==> src/core/emcs_pkg.sv <==
package emcs_pkg;

	// ***************************************************************
	// Geometry
	// ***************************************************************
	localparam int ADDR_W        = 24;             // Byte address width
	localparam int BASE_W        = 16;             // Base and mask cover bits 31..16
	localparam int MASK_LSB      = 16;             // Mask starts at address bit 16
	localparam int NUM_CS        = 3;              // Chip selects
	localparam int WAIT_W        = 4;              // Wait state counter width

	// ***************************************************************
	// Port size encodings
	// ***************************************************************
	localparam logic [1:0] PW_32_BAD = 2'h0;       // Invalid on this unit
	localparam logic [1:0] PW_8      = 2'h1;       // Upper lane only

	// ***************************************************************
	// Reset values
	// ***************************************************************
	localparam logic [WAIT_W-1:0] WAIT_RESET = 4'hF; // Slowest setting at reset
	localparam logic [1:0]        ST_RESET   = 2'h0; // Idle

	// ***************************************************************
	// Carriers
	// ***************************************************************
	// One chip select configuration
	typedef struct packed {
		logic [BASE_W-1:0] base;                   // Address bits 31..16 of base
		logic [BASE_W-1:0] mask;                   // Bits excluded from compare
		logic [WAIT_W-1:0] wait_state_count;       // Extra cycles before latch
		logic              auto_acknowledge;       // Internal acknowledge
		logic [1:0]        port_width_setting;     // 01 = 8 bit, 1X = 16 bit
		logic              valid;                  // Chip select enabled
	} emcs_cfg_type;

	// Host access request
	typedef struct packed {
		logic              start;                  // One-cycle start pulse
		logic              write;                  // 1 = write
		logic [31:0]       addr;                   // Byte address
		logic              byte_access;            // 8-bit access
		logic [15:0]       wdata;                  // Write data
	} emcs_req_type;

	// Transfer states
	typedef enum logic [1:0] {
		ST_IDLE  = 2'b00,
		ST_SETUP = 2'b01,
		ST_WAIT  = 2'b10,
		ST_LATCH = 2'b11
	} emcs_state_type;

endpackage : emcs_pkg

==> src/core/emcs_decode.sv <==
`timescale 1ns/1ps
// Address decoder for the three chip selects
module emcs_decode
	import emcs_pkg::*;
(
	// Configuration
	input  wire emcs_cfg_type       cfg_i [NUM_CS],
	input  wire logic               zero_valid_i,
	// Address
	input  wire logic [31:0]        addr_i,
	// Result
	output logic [NUM_CS-1:0]       hit_o
);

	// ***************************************************************
	// Masked compare
	// ***************************************************************
	function automatic logic match(input emcs_cfg_type c, input logic [31:0] a);
		logic [BASE_W-1:0] care;
		care = ~c.mask;
		return c.valid && (((a[31:MASK_LSB] ^ c.base) & care) == '0);
	endfunction : match

	// Select one hit; lower index wins on overlap
	always_comb begin
		hit_o = '0;
		if (!zero_valid_i) begin
			hit_o[0] = 1'b1;                       // Boot select catches all
		end else if (match(cfg_i[0], addr_i)) begin
			hit_o[0] = 1'b1;
		end else if (match(cfg_i[1], addr_i)) begin
			hit_o[1] = 1'b1;
		end else if (match(cfg_i[2], addr_i)) begin
			hit_o[2] = 1'b1;
		end
	end

endmodule : emcs_decode

==> src/core/emcs_top.sv <==
`timescale 1ns/1ps
module emcs_top
	import emcs_pkg::*;
(
	// Clock and reset
	input  wire logic               clk_i,
	input  wire logic               rst_i,
	// Configuration, one set per chip select
	input  wire emcs_cfg_type       cfg_i [NUM_CS],
	// Host request
	input  wire emcs_req_type       req_i,
	// Memory pins
	input  wire logic               transfer_acknowledge_n_i,
	input  wire logic [15:0]        mem_rdata_i,
	output logic [ADDR_W-1:0]       mem_addr_o,
	output logic [15:0]             mem_wdata_o,
	output logic                    mem_wdata_oe_o,
	output logic [NUM_CS-1:0]       cs_n_o,
	output logic                    oe_n_o,
	output logic                    rw_n_o,
	output logic [1:0]              byte_lane_select_n_o,
	// Host answer
	output logic                    busy_o,
	output logic                    done_o,
	output logic                    error_o,
	output logic [15:0]             rdata_o
);

	// ***************************************************************
	// State
	// ***************************************************************
	typedef struct packed {
		emcs_state_type    st;                     // Transfer phase
		logic [WAIT_W-1:0] cnt;                    // Wait states left
		logic              auto_ack;               // Latched for this cycle
		logic              wide;                   // 16-bit port
		logic              wr;                     // Write cycle
		logic              bytea;                  // Byte access
		logic              odd;                    // Address bit zero
		logic              zero_valid;             // Sticky until reset
		logic [1:0]        ack_sync;               // Pin synchroniser
		logic [ADDR_W-1:0] addr;
		logic [15:0]       wdata;
		logic              wdoe;
		logic [NUM_CS-1:0] cs_n;
		logic              oe_n;
		logic              rw_n;
		logic [1:0]        bls_n;
		logic              busy;
		logic              done;
		logic              err;
		logic [15:0]       rdata;
		logic [15:0]       rd_s1;                  // First sync stage of read data
		logic [15:0]       rd_s2;
	} emcs_st_type;

	emcs_st_type             s_r;                  // Registered state
	emcs_st_type             s_nxt;                // Next state
	logic [NUM_CS-1:0]       hit;                  // Decoder result
	logic [2:0]              sel;                  // Selected index as one-hot

	// ***************************************************************
	// Decoder
	// ***************************************************************
	emcs_decode u_dec (
		.cfg_i        (cfg_i),
		.zero_valid_i (s_r.zero_valid),
		.addr_i       (req_i.addr),
		.hit_o        (hit)
	);

	assign sel = hit;

	// Pick configuration of the hit select
	function automatic emcs_cfg_type pick(input logic [2:0] h, input emcs_cfg_type c [NUM_CS]);
		emcs_cfg_type r;
		r = c[0];
		if (h[1]) begin
			r = c[1];
		end else if (h[2]) begin
			r = c[2];
		end
		return r;
	endfunction : pick

	// ***************************************************************
	// Next state
	// ***************************************************************
	always_comb begin
		emcs_cfg_type c;
		logic         ext_ack;
		c       = pick(sel, cfg_i);
		ext_ack = ~s_r.ack_sync[1];                // Acknowledge pin, low active
		s_nxt   = s_r;
		s_nxt.ack_sync = {s_r.ack_sync[0], transfer_acknowledge_n_i}; // Two-flop sync
		s_nxt.rd_s1   = mem_rdata_i;
		s_nxt.rd_s2   = s_r.rd_s1;
		s_nxt.done    = 1'b0;
		s_nxt.err     = 1'b0;
		// Valid of select zero sticks until reset
		if (cfg_i[0].valid) begin
			s_nxt.zero_valid = 1'b1;
		end
		case (s_r.st)
			ST_IDLE: begin
				if (req_i.start) begin
					if (!s_r.zero_valid || hit != '0) begin
						if (c.port_width_setting == PW_32_BAD) begin
							s_nxt.err = 1'b1;      // Invalid port size
							s_nxt.done = 1'b1;
						end else begin
							s_nxt.st       = ST_SETUP;
							s_nxt.busy     = 1'b1;
							s_nxt.wide     = c.port_width_setting[1];
							s_nxt.auto_ack = s_r.zero_valid ? c.auto_acknowledge : 1'b1;
							s_nxt.cnt      = s_r.zero_valid ? c.wait_state_count : WAIT_RESET;
							s_nxt.wr       = req_i.write;
							s_nxt.bytea    = req_i.byte_access;
							s_nxt.odd      = req_i.addr[0];
							s_nxt.addr     = req_i.addr[ADDR_W-1:0];
							if (c.port_width_setting[1]) begin
								s_nxt.addr[0] = 1'b0;  // Word address from bit one
							end
							// A byte goes out on both lanes; the lane strobes pick one
							if (!c.port_width_setting[1] || req_i.byte_access) begin
								s_nxt.wdata = {req_i.wdata[7:0], req_i.wdata[7:0]};
							end else begin
								s_nxt.wdata = req_i.wdata;
							end
							s_nxt.wdoe     = req_i.write;
							s_nxt.cs_n     = ~hit;
							s_nxt.oe_n     = req_i.write;
							s_nxt.rw_n     = ~req_i.write;
							if (!c.port_width_setting[1] || req_i.byte_access) begin
								s_nxt.bls_n = (c.port_width_setting[1] && req_i.addr[0]) ?
									2'b10 : 2'b01;
							end else begin
								s_nxt.bls_n = 2'b00;
							end
						end
					end else begin
						s_nxt.err  = 1'b1;         // No select decodes
						s_nxt.done = 1'b1;
					end
				end
			end
			ST_SETUP: begin
				s_nxt.st = ST_WAIT;
			end
			ST_WAIT: begin
				// Count wait states or wait for external acknowledge
				if (ext_ack) begin
					s_nxt.st = ST_LATCH;            // External ends early
				end else if (s_r.auto_ack) begin
					if (s_r.cnt == '0) begin
						s_nxt.st = ST_LATCH;
					end else begin
						s_nxt.cnt = s_r.cnt - 1'b1; // One period per state
					end
				end
			end
			ST_LATCH: begin
				// Latch read data on this edge
				if (!s_r.wr) begin
					if (!s_r.wide) begin
						s_nxt.rdata = {8'h00, s_r.rd_s2[15:8]};
					end else if (s_r.bytea) begin
						s_nxt.rdata = {8'h00, s_r.odd ? s_r.rd_s2[7:0] : s_r.rd_s2[15:8]};
					end else begin
						s_nxt.rdata = s_r.rd_s2;
					end
				end
				s_nxt.st    = ST_IDLE;
				s_nxt.cs_n  = '1;
				s_nxt.oe_n  = 1'b1;
				s_nxt.rw_n  = 1'b1;
				s_nxt.bls_n = 2'b11;
				s_nxt.wdoe  = 1'b0;
				s_nxt.busy  = 1'b0;
				s_nxt.done  = 1'b1;
			end
			default: begin
				s_nxt.st = ST_IDLE;
			end
		endcase
	end

	// ***************************************************************
	// Registers
	// ***************************************************************
	always_ff @(posedge clk_i) begin
		if (rst_i) begin
			s_r       <= '0;
			s_r.st    <= ST_IDLE;
			s_r.cs_n  <= '1;
			s_r.oe_n  <= 1'b1;
			s_r.rw_n  <= 1'b1;
			s_r.bls_n <= 2'b11;
			s_r.ack_sync <= 2'b11;
		end else begin
			s_r <= s_nxt;
		end
	end

	// Outputs straight from flops
	assign mem_addr_o           = s_r.addr;
	assign mem_wdata_o          = s_r.wdata;
	assign mem_wdata_oe_o       = s_r.wdoe;
	assign cs_n_o               = s_r.cs_n;
	assign oe_n_o               = s_r.oe_n;
	assign rw_n_o               = s_r.rw_n;
	assign byte_lane_select_n_o = s_r.bls_n;
	assign busy_o               = s_r.busy;
	assign done_o               = s_r.done;
	assign error_o              = s_r.err;
	assign rdata_o              = s_r.rdata;

	// ***************************************************************
	// Checks
	// ***************************************************************
	chk_one_strobe: assert property (@(posedge clk_i) disable iff (rst_i)
		$countones(~cs_n_o) <= 1) else $error("more than one strobe");
	chk_oe_read: assert property (@(posedge clk_i) disable iff (rst_i)
		!oe_n_o |-> (cs_n_o != '1) && rw_n_o) else $error("oe outside read");
	chk_wait_len: assert property (@(posedge clk_i) disable iff (rst_i)
		(s_r.st == ST_WAIT && s_r.auto_ack && s_r.cnt == 4'h2 && s_r.ack_sync[1])
		|=> s_r.cnt == 4'h1) else $error("wait count slip");
	chk_word_addr: assert property (@(posedge clk_i) disable iff (rst_i)
		(s_r.st != ST_IDLE && s_r.wide) |-> !mem_addr_o[0]) else $error("bit zero used");
	chk_cs12_dead: assert property (@(posedge clk_i) disable iff (rst_i)
		!s_r.zero_valid |-> cs_n_o[2:1] == 2'b11) else $error("early select");
	chk_ext_ack: assert property (@(posedge clk_i) disable iff (rst_i)
		(s_r.st == ST_WAIT && !s_r.ack_sync[1]) |=> s_r.st == ST_LATCH)
		else $error("ack ignored");
	chk_done_end: assert property (@(posedge clk_i) disable iff (rst_i)
		(s_r.st == ST_LATCH) |=> done_o && cs_n_o == '1) else $error("no end");
	chk_byte_lane: assert property (@(posedge clk_i) disable iff (rst_i)
		(s_r.st == ST_LATCH && !s_r.wr && s_r.bytea) |=> rdata_o[15:8] == 8'h00)
		else $error("lane leak");

endmodule : emcs_top

==> config.mk <==
export PLATFORM = sky130hd
export DESIGN_NAME = emcs_top
export DESIGN_NICKNAME = d
export VERILOG_FILES = /design/src/core/emcs_pkg.sv /design/src/core/emcs_decode.sv /design/src/core/emcs_top.sv
export SDC_FILE = /design/constraint.sdc
export NUM_CORES = 1
export LEC_CHECK = 0
export BUFFER_PORTS_ARGS = -buffer_cell sky130_fd_sc_hd__buf_2
export CAP_MARGIN = 30
export CORE_UTILIZATION = 50
export DETAILED_ROUTE_END_ITERATION = 16
export GPL_TIMING_DRIVEN = 0
export PLACE_DENSITY = 0.94
export SYNTH_ARGS = -nofsm -noshare
export SYNTH_HDL_FRONTEND = slang
export SYNTH_HIERARCHICAL = 1
export SYNTH_SLANG_ARGS = --single-unit
==> constraint.sdc <==
create_clock -name clk_i -period 3.9 [get_ports clk_i]
set_input_delay 0.195 -clock clk_i [delete_from_list [all_inputs] [get_ports clk_i]]
set_output_delay 0.195 -clock clk_i [all_outputs]
set_load 0.05 [all_outputs]
==> impl_metrics.json, run 1 <==
{
  "outcome": "finished, final reports clean",
  "slew_viol_final": 0,
  "hold_depth": 3,
  "slowest_stage": "a21oi_1",
  "antenna_left": 0,
  "critPathBufInv": 3,
  "ctsHtreeMaxLevel": 4,
  "worstPathMaxFanout": 10,
  "diodes": 0,
  "via_count": 5416,
  "post-cts-setup-buffer-count": 0,
  "initial_core_util_pct": 52.51,
  "synth-warning-count": 6,
  "clk_pin_slew_ps": 60,
  "finalCritPeriodShare_pct": 75.79,
  "worst_r2r_endpoint": "s_r[110]$_SDFFE_PP0P_",
  "synth-main-ff-cell": "dfxtp_1",
  "synth_area_leader_cell": "dfxtp_1",
  "synthTopCellsByArea": "dfxtp_1, mux2i_1, buf_4, xnor2_1, nor2_1",
  "syn-num-nets": 780,
  "drcViolationCount": 0,
  "arrival_ps": 3360,
  "critPathTopFamily": "compound AO/OA/AOI/OAI gates",
  "skew_ps": 10.25,
  "cp-endpoint": "s_r[110]$_SDFFE_PP0P_",
  "grt.total_usage_pct": 30.34,
  "reg2reg_slack_ps": 1110,
  "p_leak_uw": 0.003758,
  "peakVddDrop_mv": 0.4213,
  "synth_edf_count": 0,
  "post_cts_resized": 0,
  "dr.pass1.iters": 4,
  "dp_hpwl_um": 12430,
  "grt_pass1_wl_um": 26540,
  "setup_viol": 0,
  "startpoint_type": "primary input",
  "synth_seq_cells": 113,
  "worst_pin_slew_ps": 710.5,
  "final-seq-area_mm2": 0.002262,
  "drive_above_1_share_pct": 41.03,
  "max_cap_violations": 0,
  "critical_path_class": "primary input to flip-flop",
  "vias_per_cell": 5.158,
  "critPathRequiredTime_ps": 4300,
  "synth_top_cell_area_share_pct": 41.00,
  "synthCells": 585,
  "rsz0062_at_grt": "no",
  "grt_overflow_total": 0,
  "crit_start": "cfg_i[80]",
  "power-per-cell-area_mw_per_mm2": 580.2,
  "root_buffer": "clkbuf_8",
  "hp-class": "primary input to flip-flop",
  "final_nets": 1096,
  "gp_congestion": 0.9820,
  "slew_headroom_pct": 52.63,
  "cp_cell_sequence": "dlygate4sd3_1, buf_2, o21ai_0, nor3_1, a31oi_1, and4_1, buf_6, mux2i_1, a21o_2, a21oi_1, a32oi_1, a211oi_1",
  "grt_max_degree": 17,
  "routed_wirelength_um": 17390,
  "r2r-start": "s_r[101]$_SDFFE_PP0P_",
  "wl_per_cell_um": 16.56,
  "cts_tree": "built",
  "yosysUniqueCellTypes": 52,
  "finalCriticalPeriod_ps": 2956,
  "port_buffers": 254,
  "cts_buffer_depth": 2,
  "cp.depth": 12,
  "area_growth_pct": 44.08,
  "fmax_mhz": 338.3,
  "slowest_delay_ps": 580,
  "syn_area_per_cell_um2": 9.432,
  "die_x_um": 107.1,
  "setup_tns_ps": 0,
  "dpl.cell_count": 975,
  "clkSinkCount": 113,
  "insertion_delay_ps": 510,
  "finalHoldViolations": 0,
  "grt_pass1_vias": 5496,
  "core-area_mm2": 0.01051,
  "final_cells": 1050,
  "syn_area_mm2": 0.005518,
  "end_kind": "flip-flop",
  "dieHeight_um": 107.1,
  "r2r_cells": 9,
  "antenna_found_initial": 0,
  "async_flop_share_pct": 0,
  "seq_area_frac_synth_pct": 41.00,
  "numCtsBuffers": 17,
  "drt_iter0_drc": 333,
  "fillers": 673,
  "ios": 257,
  "multiInputGateArea_mm2": 0.002582,
  "rows": 37,
  "dieArea_mm2": 0.01146
}
where the power goes:
part	leakage, uW	internal, uW	total, uW	switching (uW)
Sequential	0.000928	1330	1430	103
Combinational	0.00255	679	1730	1060
Clock	0.000281	862	1450	589
Total	0.00376	2870	4610	1750
state kept, by name, summed over array words and instances, names as in the netlist, 2 cells and up:
signal / cells
byte_lane_select_n_o: 2
s_r: 29
mem_addr_o: 24
rdata_o: 16
cs_n_o: 3
s_nxt: 17
mem_wdata_o: 16
layout make-up:
class / instances / area share, %
multi-input combinational: 369 / 32.48
sequential: 113 / 28.45
timing repair buffer: 297 / 21.40
buffer: 90 / 7.853
clock buffer: 17 / 5.209
tap: 136 / 2.140
clock inverter: 15 / 1.841
inverter: 13 / 0.6138
per-stage QoR:
step	utilization, %	hold slack [ps]	power [uW]	instance area [um^2]	setup slack [ps]
2_1_floorplan	-	298.8	2705	5518	1260
3_3_place_gp	66.22	381.6	3060	6959	679.2
3_5_place_dp	66.22	388.5	3103	6959	607.9
4_1_cts	75.65	5.857	4590	7950	1055
5_1_grt	75.65	27.89	4810	7950	769.6
6_report	75.65	20.57	4613	7950	944.2
logic make-up (layout without fill, tap and decap cells):
| family | Yosys count | after routing | synth area share (%) |
|---|---|---|---|
| muxes | 63 | 63 | 11.54 |
| xor gates and xnor gates | 50 | 50 | 7.937 |
| DFF | 113 | 113 | 41.00 |
| and+or+nand+nor | 161 | 161 | 14.24 |
| AOI/OAI and AO/OA | 90 | 90 | 11.95 |
| buffers and inverters | 103 | 432 | 12.20 |
| adders and majority gates | 5 | 5 | 1.134 |
cells in the final DEF, fill, tap and decap left out, types with 13 or more instances in the layout:
master / synthesis / final
a211oi_1: 21 / 21
clkbuf_16: 0 / 16
buf_4: 62 / 62
a21oi_1: 13 / 13
dlygate4sd3_1: 0 / 43
nor2b_1: 37 / 37
dfxtp_1: 113 / 113
xnor2_1: 48 / 48
buf_2: 3 / 257
nor2_1: 84 / 84
o22ai_1: 19 / 19
mux2i_1: 58 / 58
clkbuf_1: 18 / 18
nor3_1: 16 / 16
routing by layer:
layer	GRT usage (%)	vias to the layer above	share of wire (%)
li1	-	2580	-
met1	36.28	2535	41
met2	51.43	271	48
met3	9.301	30	9.5
met4	10.37	0	1.8
met5	0	-	0
cell usage after synthesis, types with 2 or more instances:
cell,number
a31oi_1,4
nor2b_1,37
mux2i_1,58
a22oi_1,8
dfxtp_1,113
clkbuf_1,18
inv_1,12
nand3_1,3
or2_2,2
buf_4,62
nand2_1,4
a32oi_1,4
buf_2,3
xor2_1,2
a31oi_4,2
ha_1,5
o22ai_1,19
xnor2_1,48
nor4_1,2
a211oi_1,21
nor2_1,84
nand2b_1,5
a21oi_1,13
buf_6,5
nor3_1,16
o21ai_0,5
mux2_2,5
worst min path at each step:
| stage | startpoint | to | slack [ps] |
|---|---|---|---|
| global route | req_i[38] | mem_addr_o[21]$_SDFFE_PP0P_ | 30 |
| floorplan | transfer_acknowledge_n_i | s_nxt[100]$_SDFF_PP1_ | 300 |
| global placement | transfer_acknowledge_n_i | s_nxt[100]$_SDFF_PP1_ | 380 |
| CTS | req_i[40] | mem_addr_o[23]$_SDFFE_PP0P_ | 6 |
| finish | req_i[40] | mem_addr_o[23]$_SDFFE_PP0P_ | 20 |
| detailed placement | transfer_acknowledge_n_i | s_nxt[100]$_SDFF_PP1_ | 390 |
tightest hold or removal path, stage by stage:
cell and delay (ps):
buf_2 140, mux2i_1 80, nor2_1 70
timing repair:
action / CTS / global route
hold buffers: 43 / 0
hold endpoints to repair: 43 / 0
endpoints found under the setup margin: 0 / 0
Power figures use the tool's default switching activity.
==> inputs of run 2 (changes only) <==
--- a/config.mk
+++ b/config.mk
@@ -5,12 +5,13 @@
 export SDC_FILE = /design/constraint.sdc
 export NUM_CORES = 1
 export LEC_CHECK = 0
+export ABC_AREA = 1
 export BUFFER_PORTS_ARGS = -buffer_cell sky130_fd_sc_hd__buf_2
 export CAP_MARGIN = 30
-export CORE_UTILIZATION = 50
+export CORE_UTILIZATION = 48
 export DETAILED_ROUTE_END_ITERATION = 16
 export GPL_TIMING_DRIVEN = 0
-export PLACE_DENSITY = 0.94
+export PLACE_DENSITY = 0.9
 export SYNTH_ARGS = -nofsm -noshare
 export SYNTH_HDL_FRONTEND = slang
 export SYNTH_HIERARCHICAL = 1
==> constraint.sdc (replaced) <==
create_clock -name clk_i -period 3.1 [get_ports clk_i]
set_input_delay 0.155 -clock clk_i [delete_from_list [all_inputs] [get_ports clk_i]]
set_output_delay 0.155 -clock clk_i [all_outputs]
set_load 0.05 [all_outputs]
==> run 2 against run 1 <==
  * Final area is 5.3% higher
  * Synthesized area is 8.5% higher
  * Worst hold slack worse by 12 ps
  * Critical path type unchanged
==> impl_metrics.json, run 2 <==
{
  "finalCriticalPeriod_ps": 2727,
  "root_buffer": "clkbuf_16",
  "min_to": "mem_addr_o[4]$_SDFFE_PP0P_",
  "dieHeight_um": 113.7,
  "busiest_layer": "met2",
  "top_register": "s_r",
  "die_x_um": 113.7,
  "final_core_util_pct": 69.41,
  "layout_setup_ws_ps": 373.4,
  "synth_common_cells": "nand2_1, inv_1, dfxtp_1, nor2_1, a21oi_1",
  "hold_start": "req_i[21]",
  "drt_iter0_drc": 363,
  "core-area_mm2": 0.01206,
  "r2r-start": "s_r[101]$_SDFFE_PP0P_",
  "place_ws_ps": 162.4,
  "hold_slack_ps": 8.950,
  "routed_wirelength_um": 18170,
  "grt_max_degree": 17,
  "async_flop_share_pct": 0,
  "port_buffers": 254,
  "synthAdderAreaFrac_pct": 1.045,
  "synth.most_common_cell": "nand2_1",
  "critical_path_class": "primary input to flip-flop",
  "post-cts-setup-buffer-count": 0,
  "final_cells": 1393,
  "syn-num-nets": 1100,
  "final_cell_mix": "buf_2, nand2_1, inv_1",
  "fillers": 970,
  "largest_reg_flops": 29,
  "gp_congestion": 0.8846,
  "initial_core_util_pct": 49.62,
  "dieArea_mm2": 0.01292,
  "startpoint_type": "primary input",
  "worst_r2r_endpoint": "mem_addr_o[14]$_SDFFE_PP0P_",
  "synth_compound_area_share_pct": 12.31,
  "synthMuxAreaShare_pct": 0,
  "synth_xor_xnor_area_share_pct": 0.2927,
  "grt_util_met2_pct": 50.73,
  "final_nets": 1406,
  "finalHoldViolations": 0,
  "hp-class": "primary input to flip-flop",
  "arrival_ps": 3030,
  "clkSinkCount": 113,
  "synth_top_family_by_area": "simple AND/OR/NAND/NOR gates",
  "dp_hpwl_um": 13110,
  "synth-warning-count": 6,
  "cts_buffer_depth": 2,
  "grt.total_usage_pct": 28.33,
  "synth_seq_cells": 113,
  "grt_pass1_wl_um": 28300,
  "outcome": "finished, final reports clean",
  "synth-simple-area-share_pct": 29.60,
  "p_leak_uw": 0.004567,
  "multiInputGateArea_mm2": 0.002589,
  "layout_commonest_cell": "buf_2",
  "max_cap_violations": 0,
  "peakVddDrop_mv": 0.4126,
  "syn_area_mm2": 0.005984,
  "grt_overflow_total": 0,
  "slew_headroom_pct": 58.06,
  "power-per-cell-area_mw_per_mm2": 682.1,
  "vias_per_cell": 4.766,
  "insertion_delay_ps": 410,
  "via_count": 6639,
  "reg2reg_slack_ps": 640,
  "rsz0062_at_grt": "no",
  "grt_use_met3_pct": 6.961,
  "hold_depth": 3,
  "clk_pin_slew_ps": 50,
  "fmax_mhz": 366.8,
  "finalCritPeriodShare_pct": 87.96,
  "final-seq-area_mm2": 0.002262,
  "rows": 40,
  "seq_area_frac_synth_pct": 37.80,
  "synth-main-ff-cell": "dfxtp_1",
  "drive_above_1_share_pct": 30.88,
  "use_met1_pct": 30.65,
  "drcViolationCount": 0,
  "synthTopCellsByArea": "dfxtp_1, nand2_1, inv_1, buf_4, a21oi_1",
  "antenna_left": 0,
  "wl_per_cell_um": 13.04,
  "setup_viol": 0,
  "synthCells": 905,
  "end_kind": "flip-flop",
  "area_growth_pct": 39.89,
  "numCtsBuffers": 17,
  "antenna_found_initial": 1,
  "yosysUniqueCellTypes": 35,
  "critPathRequiredTime_ps": 3410,
  "worst_pin_slew_ps": 629.1,
  "skew_ps": 12.32,
  "dr.pass1.iters": 7,
  "cts_tree": "built",
  "slew_viol_final": 0,
  "synth_top_cell_area_share_pct": 37.80,
  "worstPathMaxFanout": 10,
  "ctsHtreeMaxLevel": 4,
  "syn_area_per_cell_um2": 6.613,
  "synth_edf_count": 0,
  "grt_pass1_vias": 6343,
  "dpl.cell_count": 1327,
  "setup_tns_ps": 0,
  "ios": 257,
  "r2r_cells": 10,
  "synth_area_leader_cell": "dfxtp_1"
}
## run 2: cell count changes in the layout (fill, tap and decap cells not counted), sizes merged, moves of 21 or more
cell / before / now
a211oi: 22 / 1
a21oi: 13 / 72
inv: 20 / 140
mux2i: 58 / 0
nand2: 4 / 260
nand3: 3 / 34
nor2b: 37 / 0
xnor2: 48 / 1
## run 2: cell type report
type	count	share of cell area [%]
inverter	140	6.277
clock inverter	11	1.345
timing repair buffer	287	19.13
sequential	113	27.02
tap	168	2.511
antenna	1	0.02989
multi-input combinational	562	30.92
buffer	90	7.263
clock buffer	21	5.500
## run 2: worst max-delay path by stage
stage / start / to / slack, ps / depth (start not counted)
after global placement: req_i[34] / mem_addr_o[7]$_SDFFE_PP0P_ / 210 / 18
after floorplan: cfg_i[73] / busy_o$_SDFFE_PP0P_ / 950 / 16
after global routing: cfg_i[80] / mem_wdata_o[15]$_SDFFE_PP0P_ / 230 / 18
after CTS: cfg_i[80] / mem_wdata_o[15]$_SDFFE_PP0P_ / 460 / 20
after detailed placement: req_i[34] / mem_addr_o[23]$_SDFFE_PP0P_ / 160 / 18
final: cfg_i[80] / mem_addr_o[14]$_SDFFE_PP0P_ / 370 / 17
## run 2: power breakdown
group	total (uW)	leakage (uW)	internal, uW	switching [uW]
combinational	2060	0.00336	718	1340
clock	1870	0.000278	1210	660
sequential	1770	0.000927	1660	112
total	5710	0.00457	3590	2120
## run 2: stage by stage
| stage | area [um^2] | power, uW |
|---|---|---|
| 3_5_place_dp | 7466 | 3780 |
| 6_report | 8372 | 5710 |
| 5_1_grt | 8372 | 6016 |
| 3_3_place_gp | 7466 | 3733 |
| 4_1_cts | 8369 | 5689 |
| 2_1_floorplan | 5984 | 3278 |
## run 2: layer usage
layer  part of all wire [%]  vias to the layer above
li1                       -                     3360
met1                     41                     2941
met2                     49                      287
met3                    6.4                       51
met4                    3.9                        0
met5                      0                        -
## run 2: kinds of logic after synthesis
logic type	Yosys count
AO/OA/AOI/OAI	131
XOR/XNOR	2
adder cells (fa/ha/maj)	5
buffers and inverters	230
flip-flops	113
AND/OR/NAND/NOR	424
## run 2: critical path, cell delays in order
cell	delay (ps)
dlygate4sd3_1	540
buf_2	150
nand2_1	60
nor2_1	40
nand2_1	70
nor2_1	40
nand2_1	100
nand2_2	80
nor2_1	370
inv_2	170
or2_1	250
nand2_2	160
nand2_4	110
nand3_4	100
buf_2	300
nand2_1	90
a21oi_1	240
## run 2: repair_timing
action	CTS	global route
gates resized for setup	0	0
hold endpoints to repair	33	0
hold buffers	33	0
==> inputs of run 3 (changes only) <==
--- a/config.mk
+++ b/config.mk
@@ -8,10 +8,10 @@
 export ABC_AREA = 1
 export BUFFER_PORTS_ARGS = -buffer_cell sky130_fd_sc_hd__buf_2
 export CAP_MARGIN = 30
-export CORE_UTILIZATION = 48
+export CORE_UTILIZATION = 40
 export DETAILED_ROUTE_END_ITERATION = 16
 export GPL_TIMING_DRIVEN = 0
-export PLACE_DENSITY = 0.9
+export PLACE_DENSITY = 0.78
 export SYNTH_ARGS = -nofsm -noshare
 export SYNTH_HDL_FRONTEND = slang
 export SYNTH_HIERARCHICAL = 1
==> run 3 against run 2 <==
  * Sequential share of layout area is 0.16 points lower
  * Via count is 3.1% lower
  * Non-clock buffer count is 1 higher
  * Largest power group unchanged
  * Critical endpoint is now mem_wdata_o[15]$_SDFFE_PP0P_
  * Worst hold slack better by 6.5 ps
  * Routed wire length is 3.1% lower
  * Critical path depth is 5 higher
==> impl_metrics.json, run 3 (synthesis results as in run 2) <==
{
  "dp_hpwl_um": 13100,
  "critical_path_class": "primary input to flip-flop",
  "drive_above_1_share_pct": 31.02,
  "final_core_util_pct": 57.73,
  "slowest_stage": "buf_2",
  "area_growth_pct": 40.73,
  "vias_per_cell": 4.564,
  "fillers": 1387,
  "grt.total_usage_pct": 22.91,
  "drt_iter0_drc": 350,
  "dpl.cell_count": 1343,
  "cpMostUsedCell": "nand2_1",
  "end_kind": "flip-flop",
  "rsz0062_at_grt": "no",
  "outcome": "finished, final reports clean",
  "finalHoldViolations": 0,
  "ctsHtreeMaxLevel": 4,
  "grt_overflow_total": 0,
  "dieArea_mm2": 0.01545,
  "max_cap_violations": 0,
  "antenna_found_initial": 0,
  "crit_start": "req_i[39]",
  "layout_commonest_cell": "buf_2",
  "clk_pin_slew_ps": 50,
  "setup_tns_ps": 0,
  "worstPathMaxFanout": 10,
  "critPathRequiredTime_ps": 3420,
  "routed_wirelength_um": 17610,
  "cp_cell_sequence": "buf_2, inv_1, nand2_1, nand3_1, nand2_1, nor2_1, nand2_1, nor2_1, nand2_1, nand2_1, nor2_2, buf_2, inv_1, nand2_1, nand3_1, nand2_2, nand2_4, nand3_4, inv_2, buf_2, nand2_1, a21oi_1",
  "final_nets": 1407,
  "dr.pass1.iters": 4,
  "clkSinkCount": 113,
  "setup_viol": 0,
  "final_cell_mix": "buf_2, nand2_1, inv_1",
  "multiInputGateArea_mm2": 0.002589,
  "hp-class": "primary input to flip-flop",
  "root_buffer": "clkbuf_16",
  "dieHeight_um": 124.3,
  "placed_area_mm2": 0.007486,
  "finalCriticalPeriod_ps": 2546,
  "peakVddDrop_mv": 0.4119,
  "slowest_delay_ps": 280,
  "power-per-cell-area_mw_per_mm2": 681.1,
  "top_register": "s_r",
  "slew_viol_final": 0,
  "slew_headroom_pct": 58.70,
  "numCtsBuffers": 17,
  "cts_tree": "built",
  "grt_pass1_wl_um": 28500,
  "ios": 257,
  "startpoint_type": "primary input",
  "die_x_um": 124.3,
  "skew_ps": 7.645,
  "fmax_mhz": 392.8,
  "initial_core_util_pct": 41.02,
  "core-area_mm2": 0.01459,
  "insertion_delay_ps": 410,
  "diodes": 0,
  "post_cts_resized": 0,
  "cts_buffer_depth": 2,
  "via_count": 6431,
  "arrival_ps": 2870,
  "largest_reg_flops": 29,
  "antenna_left": 0,
  "hold_start": "cfg_i[80]",
  "design_area_mm2": 0.008422,
  "drcViolationCount": 0,
  "finalCritPeriodShare_pct": 82.12,
  "port_buffers": 254,
  "worst_pin_slew_ps": 619.5,
  "wl_per_cell_um": 12.50,
  "hold_buffers": 34,
  "post-cts-setup-buffer-count": 0,
  "p_leak_uw": 0.004573,
  "gp_congestion": 0.9122,
  "final_cells": 1409,
  "grt_pass1_vias": 6114,
  "r2r-start": "s_r[101]$_SDFFE_PP0P_",
  "grt_max_degree": 17,
  "rows": 44,
  "final-seq-area_mm2": 0.002262
}
-- run 3: changes by cell type in the layout (fill, tap and decap cells not counted), sizes merged --
cell | before | now
clkbuf | 37 | 34
clkinv | 6 | 5
clkinvlp | 3 | 4
diode | 1 | 0
dlygate4sd3 | 33 | 34
inv | 140 | 143
-- run 3: final cells by class --
| class | instances | share of cell area, % |
|---|---|---|
| Multi-Input combinational cell | 562 | 30.74 |
| Sequential cell | 113 | 26.86 |
| Timing Repair Buffer | 288 | 19.14 |
| Buffer | 90 | 7.220 |
| Inverter | 140 | 6.240 |
| Clock buffer | 18 | 5.215 |
| Tap cell | 184 | 2.734 |
| Clock inverter | 14 | 1.857 |
-- run 3: worst max-delay path: cells and delay by family --
family / cells / cell delay (ps)
AO/OA/AOI/OAI: 1 / 140
AND/OR/NAND/NOR: 15 / 1520
buffers and inverters: 6 / 1050
-- run 3: worst paths after layout --
kind                                  endpoint  slack [ps]  cells past startpoint
hold / removal           s_r[101]$_SDFFE_PP0P_          20                      3
setup reg to reg  mem_wdata_o[15]$_SDFFE_PP0P_         670                     11
setup / recovery  mem_wdata_o[15]$_SDFFE_PP0P_         550                     22
hold reg to reg             s_r[11]$_SDFF_PP0_         400                      2
-- run 3: per-stage QoR --
step           hold WS, ps  total power, uW  worst slack [ps]
3_3_place_gp         339.1             3751             157.9
6_report             15.44             5736             554.1
3_5_place_dp         341.7             3785             63.08
4_1_cts              2.249             5753             482.3
2_1_floorplan        258.8             3278             946.0
5_1_grt              8.282             6043             209.5
-- run 3: layer usage --
metal / vias to the layer above / global-route usage (%) / part of all wire, %
met3: 30 / 5.241 / 5.7
li1: 3359 / - / -
met4: 0 / 8.292 / 2.0
met2: 207 / 40.20 / 49
met5: - / 0 / 0
met1: 2835 / 27.11 / 43
-- run 3: report_power, final --
group | switching [uW] | internal [uW]
Combinational | 1320 | 720
Clock | 717 | 1210
Sequential | 106 | 1660
Total | 2140 | 3590
